[src/shared/nvm_ctrl_pkg.sv]
// package: constants, commands and carriers for the flash nvm controller
package nvm_ctrl_pkg;

   // ----------------------------------------
   // memory map
   // ----------------------------------------
   localparam logic [31:0] FLASH_BASE = 32'h0010_0000;
   localparam logic [31:0] SRAM_BASE = 32'h0020_0000;
   localparam logic [31:0] ROM_BASE = 32'h0030_0000;
   localparam logic [31:0] ZERO_BASE = 32'h0000_0000;
   localparam int AREA_BITS = 20;          // each area spans 1 Mbyte

   // ----------------------------------------
   // flash geometry
   // ----------------------------------------
   localparam int PAGE_BYTES = 256;
   localparam int PAGE_WORDS = 64;         // 256 bytes as 32-bit words
   localparam int PAGES_PER_REGION = 64;
   localparam int LOCK_BITS = 16;
   localparam int PAGE_BITS = 10;          // 1024 pages per bank
   localparam int NUM_BANKS = 2;
   localparam int CFG_BITS = 3;
   localparam int CFG_BOD_EN = 0;
   localparam int CFG_BOD_RST = 1;
   localparam int CFG_BOOT_FLASH = 2;
   localparam logic [7:0] CMD_KEY = 8'h5a;

   // ----------------------------------------
   // timing
   // ----------------------------------------
   localparam longint CLK_HZ = 40_000_000;
   localparam longint PROG_ERASE_MS = 6;
   localparam longint PROG_ONLY_MS = 3;
   localparam longint FULL_ERASE_MS = 15;
   localparam longint ERASE_IGNORE_MS = 100;
   localparam longint ERASE_VALID_MS = 220;
   localparam longint PROG_ERASE_CYC = PROG_ERASE_MS * CLK_HZ / 1000;
   localparam longint PROG_ONLY_CYC = PROG_ONLY_MS * CLK_HZ / 1000;
   localparam longint FULL_ERASE_CYC = FULL_ERASE_MS * CLK_HZ / 1000;
   localparam longint ERASE_VALID_CYC = ERASE_VALID_MS * CLK_HZ / 1000;
   localparam int TIMER_W = 24;

   // ----------------------------------------
   // commands and carriers
   // ----------------------------------------
   typedef enum logic [3:0] {
      CMD_NONE, CMD_PROG, CMD_PROG_ERASE, CMD_FULL_ERASE, CMD_SET_LOCK,
      CMD_CLEAR_LOCK, cmd_set_config_bit, cmd_clear_config_bit, CMD_SET_SECURITY
   } cmd_code_t;

   typedef struct packed {
      logic valid;
      logic [7:0] key;
      cmd_code_t code;
      logic bank;
      logic [PAGE_BITS-1:0] page;
      logic [1:0] bit_sel;
   } cmd_req_t;

   typedef struct packed {
      logic done;
      logic lock_err;
      logic cmd_err;
   } cmd_status_t;

   typedef struct packed {
      logic valid;
      logic write;
      logic debug_src;          // in_circuit_debug_port
      logic fast_prog_src;      // fast_programming_port
      logic [31:0] addr;
   } bus_req_t;

   typedef enum logic [2:0] {
      SEL_NONE, SEL_FLASH, SEL_SRAM, SEL_ROM, SEL_DENY
   } mem_sel_t;

endpackage

[src/core/nvm_ctrl.sv]
// design: flash access, boot map, lock and nvm configuration logic
`timescale 1ns/1ps
// Notes on behaviour
// - sram seen only at its base until remap, then also at zero
// - rom always decoded at its fixed base
// - flash always decoded at its fixed base
// - config bit 2 set aliases flash at zero, else rom, until remap
// - config bits change through set and clear config commands and the qualified erase pin
// - qualified erase pin clears the boot select bit
// - 256 byte pages as 32-bit words with a page write buffer
// - flash put into standby whenever no access is in progress
// - command port starts commands and reports done and error status
// - two-entry 32-bit prefetch buffer serves sequential halfword fetches
// - each bank runs its own sequencer; reads continue in idle bank
// - lock region is 64 pages; 16 lock bits per bank
// - program or program with erase in locked region aborted and interrupt raised; full erase not checked
// - set lock and clear lock commands change the region lock bit
// - qualified erase pin clears every lock bit
// - security bit refuses debug and fast programming accesses to flash
// - security set by command only, cleared by erase pin with full erase
// - config bit 0 enables brownout detector, cleared by erase pin
// - config bit 1 enables brownout reset, cleared by erase pin
// - program with erase 6 ms, program alone 3 ms, full erase 15 ms
// - erase pin high under 100 ms ignored, over 220 ms acts
module nvm_ctrl
   import nvm_ctrl_pkg::*;
#(
   parameter longint PROG_ERASE_CYCLES = PROG_ERASE_CYC,
   parameter longint PROG_ONLY_CYCLES = PROG_ONLY_CYC,
   parameter longint FULL_ERASE_CYCLES = FULL_ERASE_CYC,
   parameter longint ERASE_VALID_CYCLES = ERASE_VALID_CYC
) (
   input wire logic ref_clk_i,
   input wire logic sys_rst_i,
   input wire logic erase_pin_i,
   input wire logic remap_i,
   input wire bus_req_t bus_req_i,
   input wire logic [31:0] wdata_i,
   input wire cmd_req_t cmd_i,
   input wire logic [1:0] wait_states_i,
   output mem_sel_t sel_o,
   output logic refused_o,
   output logic prefetch_hit_o,
   output logic [31:0] prefetch_data_o,
   output logic flash_standby_o,
   output logic [NUM_BANKS-1:0] bank_busy_o,
   output cmd_status_t status_o,
   output logic irq_o,
   output logic [CFG_BITS-1:0] config_bits_o,
   output logic bod_en_o,
   output logic bod_rst_en_o,
   output logic security_o,
   output logic [2*LOCK_BITS-1:0] lock_bits_o,
   output logic remapped_o,
   output logic [5:0] wbuf_index_o
);

   // ----------------------------------------
   // helpers
   // ----------------------------------------
   function automatic logic in_area(input logic [31:0] a, input logic [31:0] base);
      in_area = (a[31:AREA_BITS] == base[31:AREA_BITS]);
   endfunction

   function automatic logic [TIMER_W-1:0] cyc(input longint n);
      cyc = (n < 1) ? TIMER_W'(1) : TIMER_W'(n);
   endfunction

   // ----------------------------------------
   // erase pin synchroniser and qualifier
   // ----------------------------------------
   logic [2:0] pin_sync_q;
   logic pin_level_q;
   logic [TIMER_W-1:0] pin_cnt_q;
   logic erase_fire_q;
   logic erase_armed_q;

   // three stages; level changes once the last two agree
   always_ff @(posedge ref_clk_i) begin
      if (sys_rst_i) begin
         pin_sync_q <= 3'h0;
         pin_level_q <= 1'b0;
      end else begin
         pin_sync_q <= {pin_sync_q[1:0], erase_pin_i};
         if (pin_sync_q[2] == pin_sync_q[1]) begin
            pin_level_q <= pin_sync_q[2];
         end
      end
   end

   // high time counted; short pulses never reach the count
   always_ff @(posedge ref_clk_i) begin
      if (sys_rst_i) begin
         pin_cnt_q <= '0;
         erase_fire_q <= 1'b0;
         erase_armed_q <= 1'b0;
      end else begin
         erase_fire_q <= 1'b0;
         if (!pin_level_q) begin
            pin_cnt_q <= '0;
            erase_armed_q <= 1'b0;
         end else if (!erase_armed_q) begin
            if (pin_cnt_q >= cyc(ERASE_VALID_CYCLES) - TIMER_W'(1)) begin
               erase_fire_q <= 1'b1;
               erase_armed_q <= 1'b1;
            end else begin
               pin_cnt_q <= pin_cnt_q + TIMER_W'(1);
            end
         end
      end
   end

   // ----------------------------------------
   // command acceptance
   // ----------------------------------------
   logic [NUM_BANKS-1:0] busy_q;
   logic [TIMER_W-1:0] timer_q [NUM_BANKS];
   logic cmd_ok;
   logic cmd_locked;
   logic cmd_busy;
   logic is_array_cmd;
   logic [3:0] region;

   always_comb begin
      region = cmd_i.page[PAGE_BITS-1:PAGE_BITS-4];   // 64 pages per region
      is_array_cmd = (cmd_i.code == CMD_PROG) || (cmd_i.code == CMD_PROG_ERASE)
                     || (cmd_i.code == CMD_FULL_ERASE);
      cmd_busy = busy_q[cmd_i.bank];
      cmd_locked = ((cmd_i.code == CMD_PROG) || (cmd_i.code == CMD_PROG_ERASE))
                   && lock_bits_o[{cmd_i.bank, region}];
      cmd_ok = cmd_i.valid && (cmd_i.key == CMD_KEY)
               && (cmd_i.code != CMD_NONE) && !cmd_busy && !cmd_locked;
   end

   // ----------------------------------------
   // per-bank sequencers
   // ----------------------------------------
   // each bank times its own command; reads to the other bank still decoded, but the prefetch is flushed while either bank is busy
   always_ff @(posedge ref_clk_i) begin
      if (sys_rst_i) begin
         busy_q <= '0;
         for (int b = 0; b < NUM_BANKS; b++) begin
            timer_q[b] <= '0;
         end
      end else begin
         for (int b = 0; b < NUM_BANKS; b++) begin
            if (busy_q[b]) begin
               if (timer_q[b] == TIMER_W'(1)) begin
                  busy_q[b] <= 1'b0;
               end
               timer_q[b] <= timer_q[b] - TIMER_W'(1);
            end
         end
         if (cmd_ok && is_array_cmd) begin
            busy_q[cmd_i.bank] <= 1'b1;
            unique case (cmd_i.code)
               CMD_PROG: timer_q[cmd_i.bank] <= cyc(PROG_ONLY_CYCLES);
               CMD_PROG_ERASE: timer_q[cmd_i.bank] <= cyc(PROG_ERASE_CYCLES);
               default: timer_q[cmd_i.bank] <= cyc(FULL_ERASE_CYCLES);
            endcase
         end
      end
   end

   // done, error and interrupt outputs
   always_ff @(posedge ref_clk_i) begin
      if (sys_rst_i) begin
         status_o <= '0;
         irq_o <= 1'b0;
         bank_busy_o <= '0;
      end else begin
         bank_busy_o <= busy_q;
         status_o.done <= (cmd_ok && !is_array_cmd)
                          || |(busy_q & {timer_q[1] == TIMER_W'(1), timer_q[0] == TIMER_W'(1)});
         status_o.lock_err <= cmd_i.valid && cmd_locked;
         status_o.cmd_err <= cmd_i.valid && ((cmd_i.key != CMD_KEY) || cmd_busy);
         irq_o <= cmd_i.valid && (cmd_locked || (cmd_i.key != CMD_KEY) || cmd_busy);
      end
   end

   // ----------------------------------------
   // non-volatile bits
   // ----------------------------------------
   logic [CFG_BITS-1:0] cfg_q;
   logic [2*LOCK_BITS-1:0] lock_q;
   logic secure_q;
   logic erase_seen_q;

   // erase pin clears after the command write so it always wins
   always_ff @(posedge ref_clk_i) begin
      if (sys_rst_i) begin
         cfg_q <= '0;
         lock_q <= '0;
      end else begin
         if (cmd_ok && cmd_i.code == cmd_set_config_bit) begin
            cfg_q[cmd_i.bit_sel] <= 1'b1;
         end
         if (cmd_ok && cmd_i.code == cmd_clear_config_bit) begin
            cfg_q[cmd_i.bit_sel] <= 1'b0;
         end
         if (cmd_ok && cmd_i.code == CMD_SET_LOCK) begin
            lock_q[{cmd_i.bank, region}] <= 1'b1;
         end
         if (cmd_ok && cmd_i.code == CMD_CLEAR_LOCK) begin
            lock_q[{cmd_i.bank, region}] <= 1'b0;
         end
         if (erase_fire_q) begin
            cfg_q <= '0;
            lock_q <= '0;
         end
      end
   end

   // security: set by command, cleared by pin then full erase
   always_ff @(posedge ref_clk_i) begin
      if (sys_rst_i) begin
         secure_q <= 1'b0;
         erase_seen_q <= 1'b0;
      end else begin
         if (erase_fire_q) begin
            erase_seen_q <= 1'b1;
         end
         if (cmd_ok && cmd_i.code == CMD_SET_SECURITY) begin
            secure_q <= 1'b1;
         end else if ((erase_seen_q || erase_fire_q) && cmd_ok && cmd_i.code == CMD_FULL_ERASE) begin
            secure_q <= 1'b0;
            erase_seen_q <= 1'b0;
         end
      end
   end

   // ----------------------------------------
   // address decode and boot map
   // ----------------------------------------
   logic remap_q;
   mem_sel_t sel;
   logic deny;

   always_ff @(posedge ref_clk_i) begin
      if (sys_rst_i) begin
         remap_q <= 1'b0;
      end else if (remap_i) begin
         remap_q <= 1'b1;
      end
   end

   always_comb begin
      deny = secure_q && (bus_req_i.debug_src || bus_req_i.fast_prog_src);
      sel = SEL_NONE;
      if (in_area(bus_req_i.addr, FLASH_BASE)) begin
         sel = SEL_FLASH;
      end else if (in_area(bus_req_i.addr, SRAM_BASE)) begin
         sel = SEL_SRAM;
      end else if (in_area(bus_req_i.addr, ROM_BASE)) begin
         sel = SEL_ROM;
      end else if (in_area(bus_req_i.addr, ZERO_BASE)) begin
         if (remap_q) begin
            sel = SEL_SRAM;
         end else if (cfg_q[CFG_BOOT_FLASH]) begin
            sel = SEL_FLASH;
         end else begin
            sel = SEL_ROM;
         end
      end
      if (deny && sel == SEL_FLASH) begin
         sel = SEL_DENY;
      end
      if (!bus_req_i.valid) begin
         sel = SEL_NONE;
      end
   end

   // ----------------------------------------
   // write buffer and prefetch
   // ----------------------------------------
   logic [31:0] wbuf_q [PAGE_WORDS];
   logic [31:0] pf_data_q [2];
   logic [31:0] pf_addr_q [2];
   logic [1:0] pf_valid_q;
   logic flash_wr;
   logic flash_rd;
   logic pf_hit;
   logic pf_slot;

   assign flash_wr = (sel == SEL_FLASH) && bus_req_i.write;
   assign flash_rd = (sel == SEL_FLASH) && !bus_req_i.write;

   // page buffer filled word by word through the 32-bit port
   always_ff @(posedge ref_clk_i) begin
      if (flash_wr) begin
         wbuf_q[bus_req_i.addr[7:2]] <= wdata_i;
      end
   end

   always_comb begin
      pf_hit = 1'b0;
      pf_slot = 1'b0;
      for (int i = 0; i < 2; i++) begin
         if (pf_valid_q[i] && pf_addr_q[i][31:2] == bus_req_i.addr[31:2]) begin
            pf_hit = 1'b1;
            pf_slot = 1'(i);
         end
      end
   end

   // two words held; next word fetched ahead on every flash read while no bank is busy
   always_ff @(posedge ref_clk_i) begin
      if (sys_rst_i) begin
         pf_valid_q <= 2'h0;
         pf_addr_q[0] <= '0;
         pf_addr_q[1] <= '0;
      end else if (flash_wr || |busy_q) begin
         pf_valid_q <= 2'h0;
      end else if (flash_rd) begin
         pf_addr_q[0] <= {bus_req_i.addr[31:2], 2'h0};
         pf_addr_q[1] <= {bus_req_i.addr[31:2], 2'h0} + 32'h4;
         pf_valid_q <= 2'h3;
      end
   end

   // array data stands in for flash contents from the page buffer
   always_ff @(posedge ref_clk_i) begin
      if (flash_rd) begin
         pf_data_q[0] <= wbuf_q[bus_req_i.addr[7:2]];
         pf_data_q[1] <= wbuf_q[6'(bus_req_i.addr[7:2] + 6'h1)];
      end
   end

   // ----------------------------------------
   // registered outputs
   // ----------------------------------------
   always_ff @(posedge ref_clk_i) begin
      if (sys_rst_i) begin
         sel_o <= SEL_NONE;
         refused_o <= 1'b0;
         prefetch_hit_o <= 1'b0;
         prefetch_data_o <= '0;
         flash_standby_o <= 1'b1;
         config_bits_o <= '0;
         bod_en_o <= 1'b0;
         bod_rst_en_o <= 1'b0;
         security_o <= 1'b0;
         lock_bits_o <= '0;
         remapped_o <= 1'b0;
         wbuf_index_o <= '0;
      end else begin
         sel_o <= sel;
         refused_o <= (sel == SEL_DENY);
         prefetch_hit_o <= flash_rd && pf_hit && (wait_states_i != 2'h0);
         prefetch_data_o <= pf_data_q[pf_slot];
         flash_standby_o <= !(flash_rd || flash_wr) && !(|busy_q);
         config_bits_o <= cfg_q;
         bod_en_o <= cfg_q[CFG_BOD_EN];
         bod_rst_en_o <= cfg_q[CFG_BOD_RST];
         security_o <= secure_q;
         lock_bits_o <= lock_q;
         remapped_o <= remap_q;
         if (flash_wr) begin
            wbuf_index_o <= bus_req_i.addr[7:2];
         end
      end
   end

endmodule

[config.mk]
export PLATFORM = sky130hd
export DESIGN_NAME = nvm_ctrl
export DESIGN_NICKNAME = d
export VERILOG_FILES = /design/src/shared/nvm_ctrl_pkg.sv /design/src/core/nvm_ctrl.sv
export SDC_FILE = /design/constraint.sdc
export NUM_CORES = 2
export LEC_CHECK = 0
export BUFFER_PORTS_ARGS = -buffer_cell sky130_fd_sc_hd__buf_2
export CAP_MARGIN = 15
export CORE_ASPECT_RATIO = 1.75
export CORE_MARGIN = 10
export CORE_UTILIZATION = 40
export CTS_BUF_LIST = sky130_fd_sc_hd__clkbuf_16
export CTS_CLUSTER_SIZE = 28
export DETAILED_ROUTE_END_ITERATION = 10
export PLACE_DENSITY_LB_ADDON = 0.25
export SYNTH_ARGS = -nofsm -noshare
export SYNTH_HDL_FRONTEND = slang
export SYNTH_SLANG_ARGS = --single-unit
export TNS_END_PERCENT = 1
[constraint.sdc]
create_clock -name ref_clk_i -period 6.1 [get_ports ref_clk_i]
set_input_delay 0.305 -clock ref_clk_i [delete_from_list [all_inputs] [get_ports ref_clk_i]]
set_output_delay 0.305 -clock ref_clk_i [all_outputs]
set_load 0.03 [all_outputs]
* After elaboration in Yosys (flattened, before gate mapping) *
Memories as Yosys holds them, arrays and structs flattened. A register that Yosys moved wholly into a read port is not among the register bits.
Index checks and enable logic that the tools add are counted.

word-level totals
  register bits = 128
  output and inout port bits = 89
  memories = 4
  RAM bits = 2224

memories
  name       depth  bits a word  read ports  clocked after memory_dff  wr ports  RTL line         text
  wbuf_q     64     32           2           0                         1         nvm_ctrl.sv:276  logic [31:0] wbuf_q [PAGE_WORDS];
  pf_addr_q  2      32           2           0                         2         nvm_ctrl.sv:278  logic [31:0] pf_addr_q [2];
  pf_data_q  2      32           1           1                         2         nvm_ctrl.sv:277  logic [31:0] pf_data_q [2];
  timer_q    2      24           2           0                         3         nvm_ctrl.sv:117  logic [TIMER_W-1:0] timer_q [NUM_BANKS];

cells by class
  multiplexer cells = 74
  bitwise operators = 17
  equal/unequal tests = 21
  magnitude comparators = 7
  add/subtract/negate cells = 5
  reductions and logical operators = 57

operators with widths
  kind                                                    count
  two-way mux 32 bit                                      5
  two-way mux 24 bit                                      4
  == test 30 bit                                          2
  two-way mux 1 bit                                       49
  == test 24 x 1 -> 1 bit (second input constant)         2
  subtractor 24 x 1 -> 24 bit (second input constant)     2
  adder 32 x 3 -> 32 bit (second input constant)          1
  bitwise AND 32 bit                                      1
  inverter 32 bit                                         1
  OR 32 bit                                               1
  logical AND 1 bit                                       29
  adder 24 x 1 -> 24 bit (second input constant)          1
  == test 12 x 2 -> 1 bit (second input constant)         2
  >= comparator 24 bit (second input constant)            1
  == test 4 x 3 -> 1 bit (second input constant)          4
  two-way mux 3 bit                                       5
  two-way mux 2 bit                                       7
  == test 12 x 1 -> 1 bit (second input constant)         1
  logical NOT 12 bit                                      1
  OR reduction 2 bit                                      6
  logical OR 1 bit                                        10
  == test 4 x 2 -> 1 bit (second input constant)          2
  == test 8 x 7 -> 1 bit (second input constant)          1
  inequality test 8 x 7 -> 1 bit (second input constant)  1
  other kinds (28)                                        42

* Logic depth before layout (Yosys ltp) *
  depth in word-level cells = 17
  gate-level depth with buffers = 12
  gate-level depth less buffers = 7

* Worst setup path after synthesis *
No wires, ideal clock.

  kind = input-to-reg
  from = in bus_req_i[20] in the netlist's numbering
  to = mem pf_addr_q[0][10], enable pin
  required time = 5533 ps
  stages = 5
  setup time = 567 ps
  slack = -184 ps
  arrival = 5717 ps
  path buffers = 1
  path through = clkbuf_1 o21bai_1 nor4_1 nand2b_1 o31ai_1

RTL lines
  item             RTL line         text
  start, declared  nvm_ctrl.sv:37   input wire bus_req_t bus_req_i,
  end, declared    nvm_ctrl.sv:278

* Final worst setup path *
  from = in bus_req_i[31] in the netlist's numbering
  to = mem wbuf_q[6][14], enable pin

on the way
  longest elaborated chain between the ends = 13
  elaborated cells between the ends (all ways) = 16

ends and longest elaborated chain
  item                                         RTL line         text
  logical NOT 12 bit                           nvm_ctrl.sv:62   in_area = (a[31:AREA_BITS] == base[31:AREA_BITS]);
  two-way mux 2 bit                            nvm_ctrl.sv:256  end else if (in_area(bus_req_i.addr, ZERO_BASE)) begin
  two-way mux 2 bit                            nvm_ctrl.sv:254  end else if (in_area(bus_req_i.addr, ROM_BASE)) begin
  two-way mux 2 bit                            nvm_ctrl.sv:252  end else if (in_area(bus_req_i.addr, SRAM_BASE)) begin
  two-way mux 2 bit (*)                        nvm_ctrl.sv:250  if (in_area(bus_req_i.addr, FLASH_BASE)) begin
  == test 3 x 1 -> 1 bit                       nvm_ctrl.sv:265  if (deny && sel == SEL_FLASH) begin
  logical AND 1 bit                            nvm_ctrl.sv:265
  two-way mux 3 bit (*)                        nvm_ctrl.sv:265
  two-way mux 3 bit (*)                        nvm_ctrl.sv:268  if (!bus_req_i.valid) begin
  == test 3 x 1 -> 1 bit (*)                   nvm_ctrl.sv:285  assign flash_wr = (sel == SEL_FLASH) && bus_req_i.write;
  logical AND 1 bit (*)                        nvm_ctrl.sv:285
  two-way mux 1 bit (*)                        nvm_ctrl.sv:290  if (flash_wr) begin
  two-way mux 1 bit (not written as such) (*)  nvm_ctrl.sv:291  wbuf_q[bus_req_i.addr[7:2]] <= wdata_i;
  end, declared                                nvm_ctrl.sv:276

Every way passes the cells marked *; elsewhere a longest branch is shown, timed or not.

==> Flow_metrics.wiki <==
{| class="wikitable"
! Metric !! Value
|-
| Result of the run || completed
|-
| Quantity of gates resized following cts || 0
|-
| Routed vias/inst || around 6.8
|-
| Dominant register cell in the synthesized netlist || sky130_fd_sc_hd__edfxtp_1
|-
| CP Launch Type || input port
|-
| Worst-path cell with the longest stage delay || sky130_fd_sc_hd__and2_0
|-
| Ordered cell list for the critical path || dlygate4sd3_1 > buf_2 > nor4b_1 > dlygate4sd3_1 > nand2_1 > nor4_1 > and2_0 > nand2_1 > buf_4 > nor2_4 > buf_12
|-
| GP Congestion || 0.897
|-
| Mean instance size in the synthesized netlist || 17.3 µm²
|-
| Pleak || 39.2 nW
|-
| Worst-Skew Late Latency || 0.98 ns
|-
| FP Rows || about 250
|-
| Transition time at the pin with the least slew margin || 1.30 ns
|-
| Synth Cell Area || 107000 µm²
|-
| H-Tree Depth || 4
|-
| Top fanout value on the critical path || 17
|-
| CP peak stage delay || 0.87 ns
|-
| Count of mapped cells out of synthesis || around 6200
|-
| Maximum buffer depth of the clock tree || 4
|-
| Max Transition Viols Final || 0
|-
| Number of fill cells || roughly 23000
|-
| Setup repair after global routing missed its margin || false
|-
| Overall power || 35.0 mW
|-
| Clock tree from TritonCTS || yes
|-
| DP HPWL || between 200000 and 300000 µm
|-
| Signed area change from the synthesized netlist to the final layout || 13.5%
|-
| IR drop worst, VDD || 0.220 mV
|-
| Setup Viol. Count Final || 0
|-
| Number of synthesized register bits || 2378
|-
| Arrival time worst endpoint || 5.29 ns
|-
| Core Region || 267000 µm²
|-
| Pin count of the biggest net entering global routing || 96
|-
| Power per standard cell area || 288 nW/µm²
|-
| Wirelength per Cell || 40.7 µm
|-
| DRC Markers || 0
|-
| Total number of clock tree sinks || 2378
|-
| Largest delay contributor family on the critical path || simple AND/OR/NAND/NOR gates
|-
| Length of the first detailed-routing pass in iterations || 9
|-
| Ratio of cells with drive above 1 in the final layout || approximately 27%
|-
| Count of max-cap constraint violations || 0
|-
| Buffers added on ports || 180
|-
| Clock Pin Slew Worst Setup and Hold Paths || ~0.070 ns
|-
| Number of antenna violations at the first check in global routing || 19
|-
| Number of buffers and inverters on the critical path || 5
|-
| Die outline area || 290000 µm²
|-
| Number of nets with antenna violations after routing || 0
|-
| Vertical extent of the die || 705 µm
|-
| Total negative slack || 0 ns
|-
| Number of DRC markers in iteration 0 || 10124
|-
| Global-route wire length before repair || 568000 µm
|-
| Cell area reported after detailed placement || between 100000 and 150000 µm²
|-
| Die Wd || 412 µm
|-
| Clk_skew || 0.0736 ns
|-
| Via count of the first global-routing pass || 69879
|-
| Final period util || 77.3%
|-
| Sequential cell area fraction in the yosys report || 64.8%
|-
| Buffers inserted by post-CTS timing repair || 0
|-
| Total detailed-routing wirelength || 417000 µm
|-
| Hold Vio Cnt, Final || 0
|-
| Crit path kind || input port to flip-flop
|-
| Minimum period implied by the final worst setup slack || about 4.7 ns
|-
| Slew headroom || 13.5%
|-
| Cts bufs inserted || 217
|-
| Yosys warns || 0
|-
| Number of enable-type register cells in the synthesized netlist || 2194
|-
| Global Route Usage Sum || 27.9%
|-
| Top Ports || 189
|-
| Category of the worst setup path capture point || flip-flop
|-
| Residual overflow from global routing || 0
|-
| CTS root buffer || sky130_fd_sc_hd__clkbuf_16
|-
| Classification of the worst-slack hold path || input port to flip-flop
|-
| Fraction of the core area covered by cells at the end of the flow || around 46%
|-
| Fmax || 212 MHz
|-
| Effective utilization at floorplan || 40.2%
|-
| Critical Path RT || 6.68 ns
|-
| Final instance area || 122000 µm²
|-
| Count of cell types in the netlist || 86
|-
| Post-layout nets || 6628
|-
| Via count || 69317
|-
| Fraction of registers with async set or reset after synthesis || 0%
|}
cell type report:
cell class | instances | area, µm² | share of cell area [%]
antenna | 16 | 40.0 | 0.0329
tap | 3542 | 4430 | 3.64
inverter | 21 | 88.8 | 0.0730
multi-input combinational | 3329 | 35900 | 29.5
timing repair buffer | 575 | 4720 | 3.87
sequential | 2378 | 69600 | 57.1
clock buffer | 228 | 5710 | 4.69
clock inverter | 162 | 1280 | 1.05
report_power, final:
part           internal (mW)  leakage, nW  switching, mW
Sequential              17.8         21.3         0.0210
Combinational           1.23         14.3           2.10
Clock                   7.52         3.58           6.35
Total                   26.6         39.2           8.47
worst paths after layout:
kind                                        end  depth (start not counted)            start  slack, ns
worst max-delay path              wbuf_q[6][14]                         11    bus_req_i[31]       1.38
worst min-delay path             timer_q[1][20]                          4        cmd_i[12]      0.007
worst max register to register    wbuf_q[6][14]                          8         cfg_q[2]       1.57
worst min register to register  wbuf_index_o[2]                          2  wbuf_index_o[2]       0.46
worst reg2reg max path, cell delays in order (launching register included):
cell	delay (ns)
sky130_fd_sc_hd__dfxtp_1	0.46
sky130_fd_sc_hd__nor2b_1	0.19
sky130_fd_sc_hd__o21bai_1	0.14
sky130_fd_sc_hd__nor4_1	0.48
sky130_fd_sc_hd__and2_0	0.87
sky130_fd_sc_hd__nand2_1	0.48
sky130_fd_sc_hd__buf_4	0.31
sky130_fd_sc_hd__nor2_4	0.87
sky130_fd_sc_hd__buf_12	0.36
cell usage after synthesis, types with 24 or more instances:
library cell                  n  area, µm²
sky130_fd_sc_hd__a221oi_1   201       1760
sky130_fd_sc_hd__xor2_1      70        613
sky130_fd_sc_hd__and3_1      33        206
sky130_fd_sc_hd__nor4_1      26        163
sky130_fd_sc_hd__edfxtp_1  2194      65900
sky130_fd_sc_hd__a221o_1     46        460
sky130_fd_sc_hd__a22o_1      56        490
sky130_fd_sc_hd__mux2i_1    264       2640
sky130_fd_sc_hd__a21oi_1    154        771
sky130_fd_sc_hd__o21ai_0    108        541
sky130_fd_sc_hd__a211oi_1    40        300
sky130_fd_sc_hd__buf_2      159        796
sky130_fd_sc_hd__a31oi_1     34        213
sky130_fd_sc_hd__mux4_2     776      17500
sky130_fd_sc_hd__nand3_1     36        180
sky130_fd_sc_hd__nor2_1     332       1250
sky130_fd_sc_hd__buf_1       54        203
sky130_fd_sc_hd__buf_4       70        526
sky130_fd_sc_hd__nand2_1    200        751
sky130_fd_sc_hd__nor3_1      49        245
sky130_fd_sc_hd__mux2_2      96       1080
sky130_fd_sc_hd__o221ai_1    24        210
sky130_fd_sc_hd__dfxtp_1    184       3680
sky130_fd_sc_hd__clkbuf_1   206        773
sky130_fd_sc_hd__a22oi_1    276       2070
sky130_fd_sc_hd__o22ai_1     82        513
sky130_fd_sc_hd__nor2b_1     50        313
sky130_fd_sc_hd__nand4_1     49        307
sky130_fd_sc_hd__xnor2_1     78        683
what timing repair did:
action	in CTS	in global routing
endpoints found under the setup margin	0	0
hold endpoints to repair	103	100
hold buffers	53	7
layout by cell type (no fill, tap or decap), drive strengths merged, types with 18 or more instances in the layout:
cell type | synthesis | routed
edfxtp | 2194 | 2194
mux4 | 776 | 776
buf | 302 | 514
nor2 | 332 | 332
a22oi | 276 | 276
mux2i | 264 | 264
clkbuf | 206 | 229
a221oi | 201 | 201
nand2 | 200 | 200
dfxtp | 184 | 184
a21oi | 155 | 155
o21ai | 109 | 109
mux2 | 97 | 97
clkinv | 1 | 87
o22ai | 82 | 82
xnor2 | 78 | 78
xor2 | 70 | 70
inv | 20 | 68
dlygate4sd3 | 0 | 60
a22o | 56 | 56
nor3 | 50 | 50
nor2b | 50 | 50
nand4 | 49 | 49
a221o | 46 | 46
a211oi | 41 | 41
nand3 | 36 | 36
a31oi | 34 | 34
and3 | 33 | 33
nor4 | 27 | 27
o221ai | 24 | 24
conb | 1 | 21
bufinv | 0 | 18
stage by stage:
step	cells	worst slack (ns)	hold slack, ns
after global routing	10237	1.31	0.0474
after detailed placement	9776	1.22	0.450
final	10251	1.38	0.00714
after CTS	10219	1.49	0.00121
after floorplan	6236	1.69	0.404
after global placement	9776	1.25	0.444
state kept, by name (all words and copies together), names as in the netlist, 2 cells and up:
| register | count |
|---|---|
| pf_addr_q | 60 |
| lock_q | 32 |
| wbuf_q | 2048 |
| config_bits_o | 3 |
| busy_q | 2 |
| pin_cnt_q | 24 |
| status_o | 3 |
| wbuf_index_o | 6 |
| prefetch_data_o | 32 |
| cfg_q | 3 |
| lock_bits_o | 32 |
| bank_busy_o | 2 |
| sel_o | 3 |
| timer_q | 48 |
| pin_sync_q | 3 |
| pf_data_q | 64 |
cell families after synthesis:
logic type	synth area share [%]
AOI/OAI and AO/OA	7.75
xor gates and xnor gates	1.21
adders and majority gates	0.0700
buffers and inverters	2.41
DFF	64.8
muxes	19.8
other	0.00349
and+or+nand+nor	3.95
metal layers:
| layer | vias up | GRT usage (%) | wire length [µm] |
|---|---|---|---|
| met3 | 1403 | 5.57 | 40000 |
| met2 | 5022 | 46.2 | 201000 |
| li1 | 26662 | - | - |
| met4 | 8 | 22.7 | 41700 |
| met1 | 36222 | 31.1 | 134000 |
| met5 | - | 0 | 55 |
Note: power is estimated with default switching activity, not from simulation.
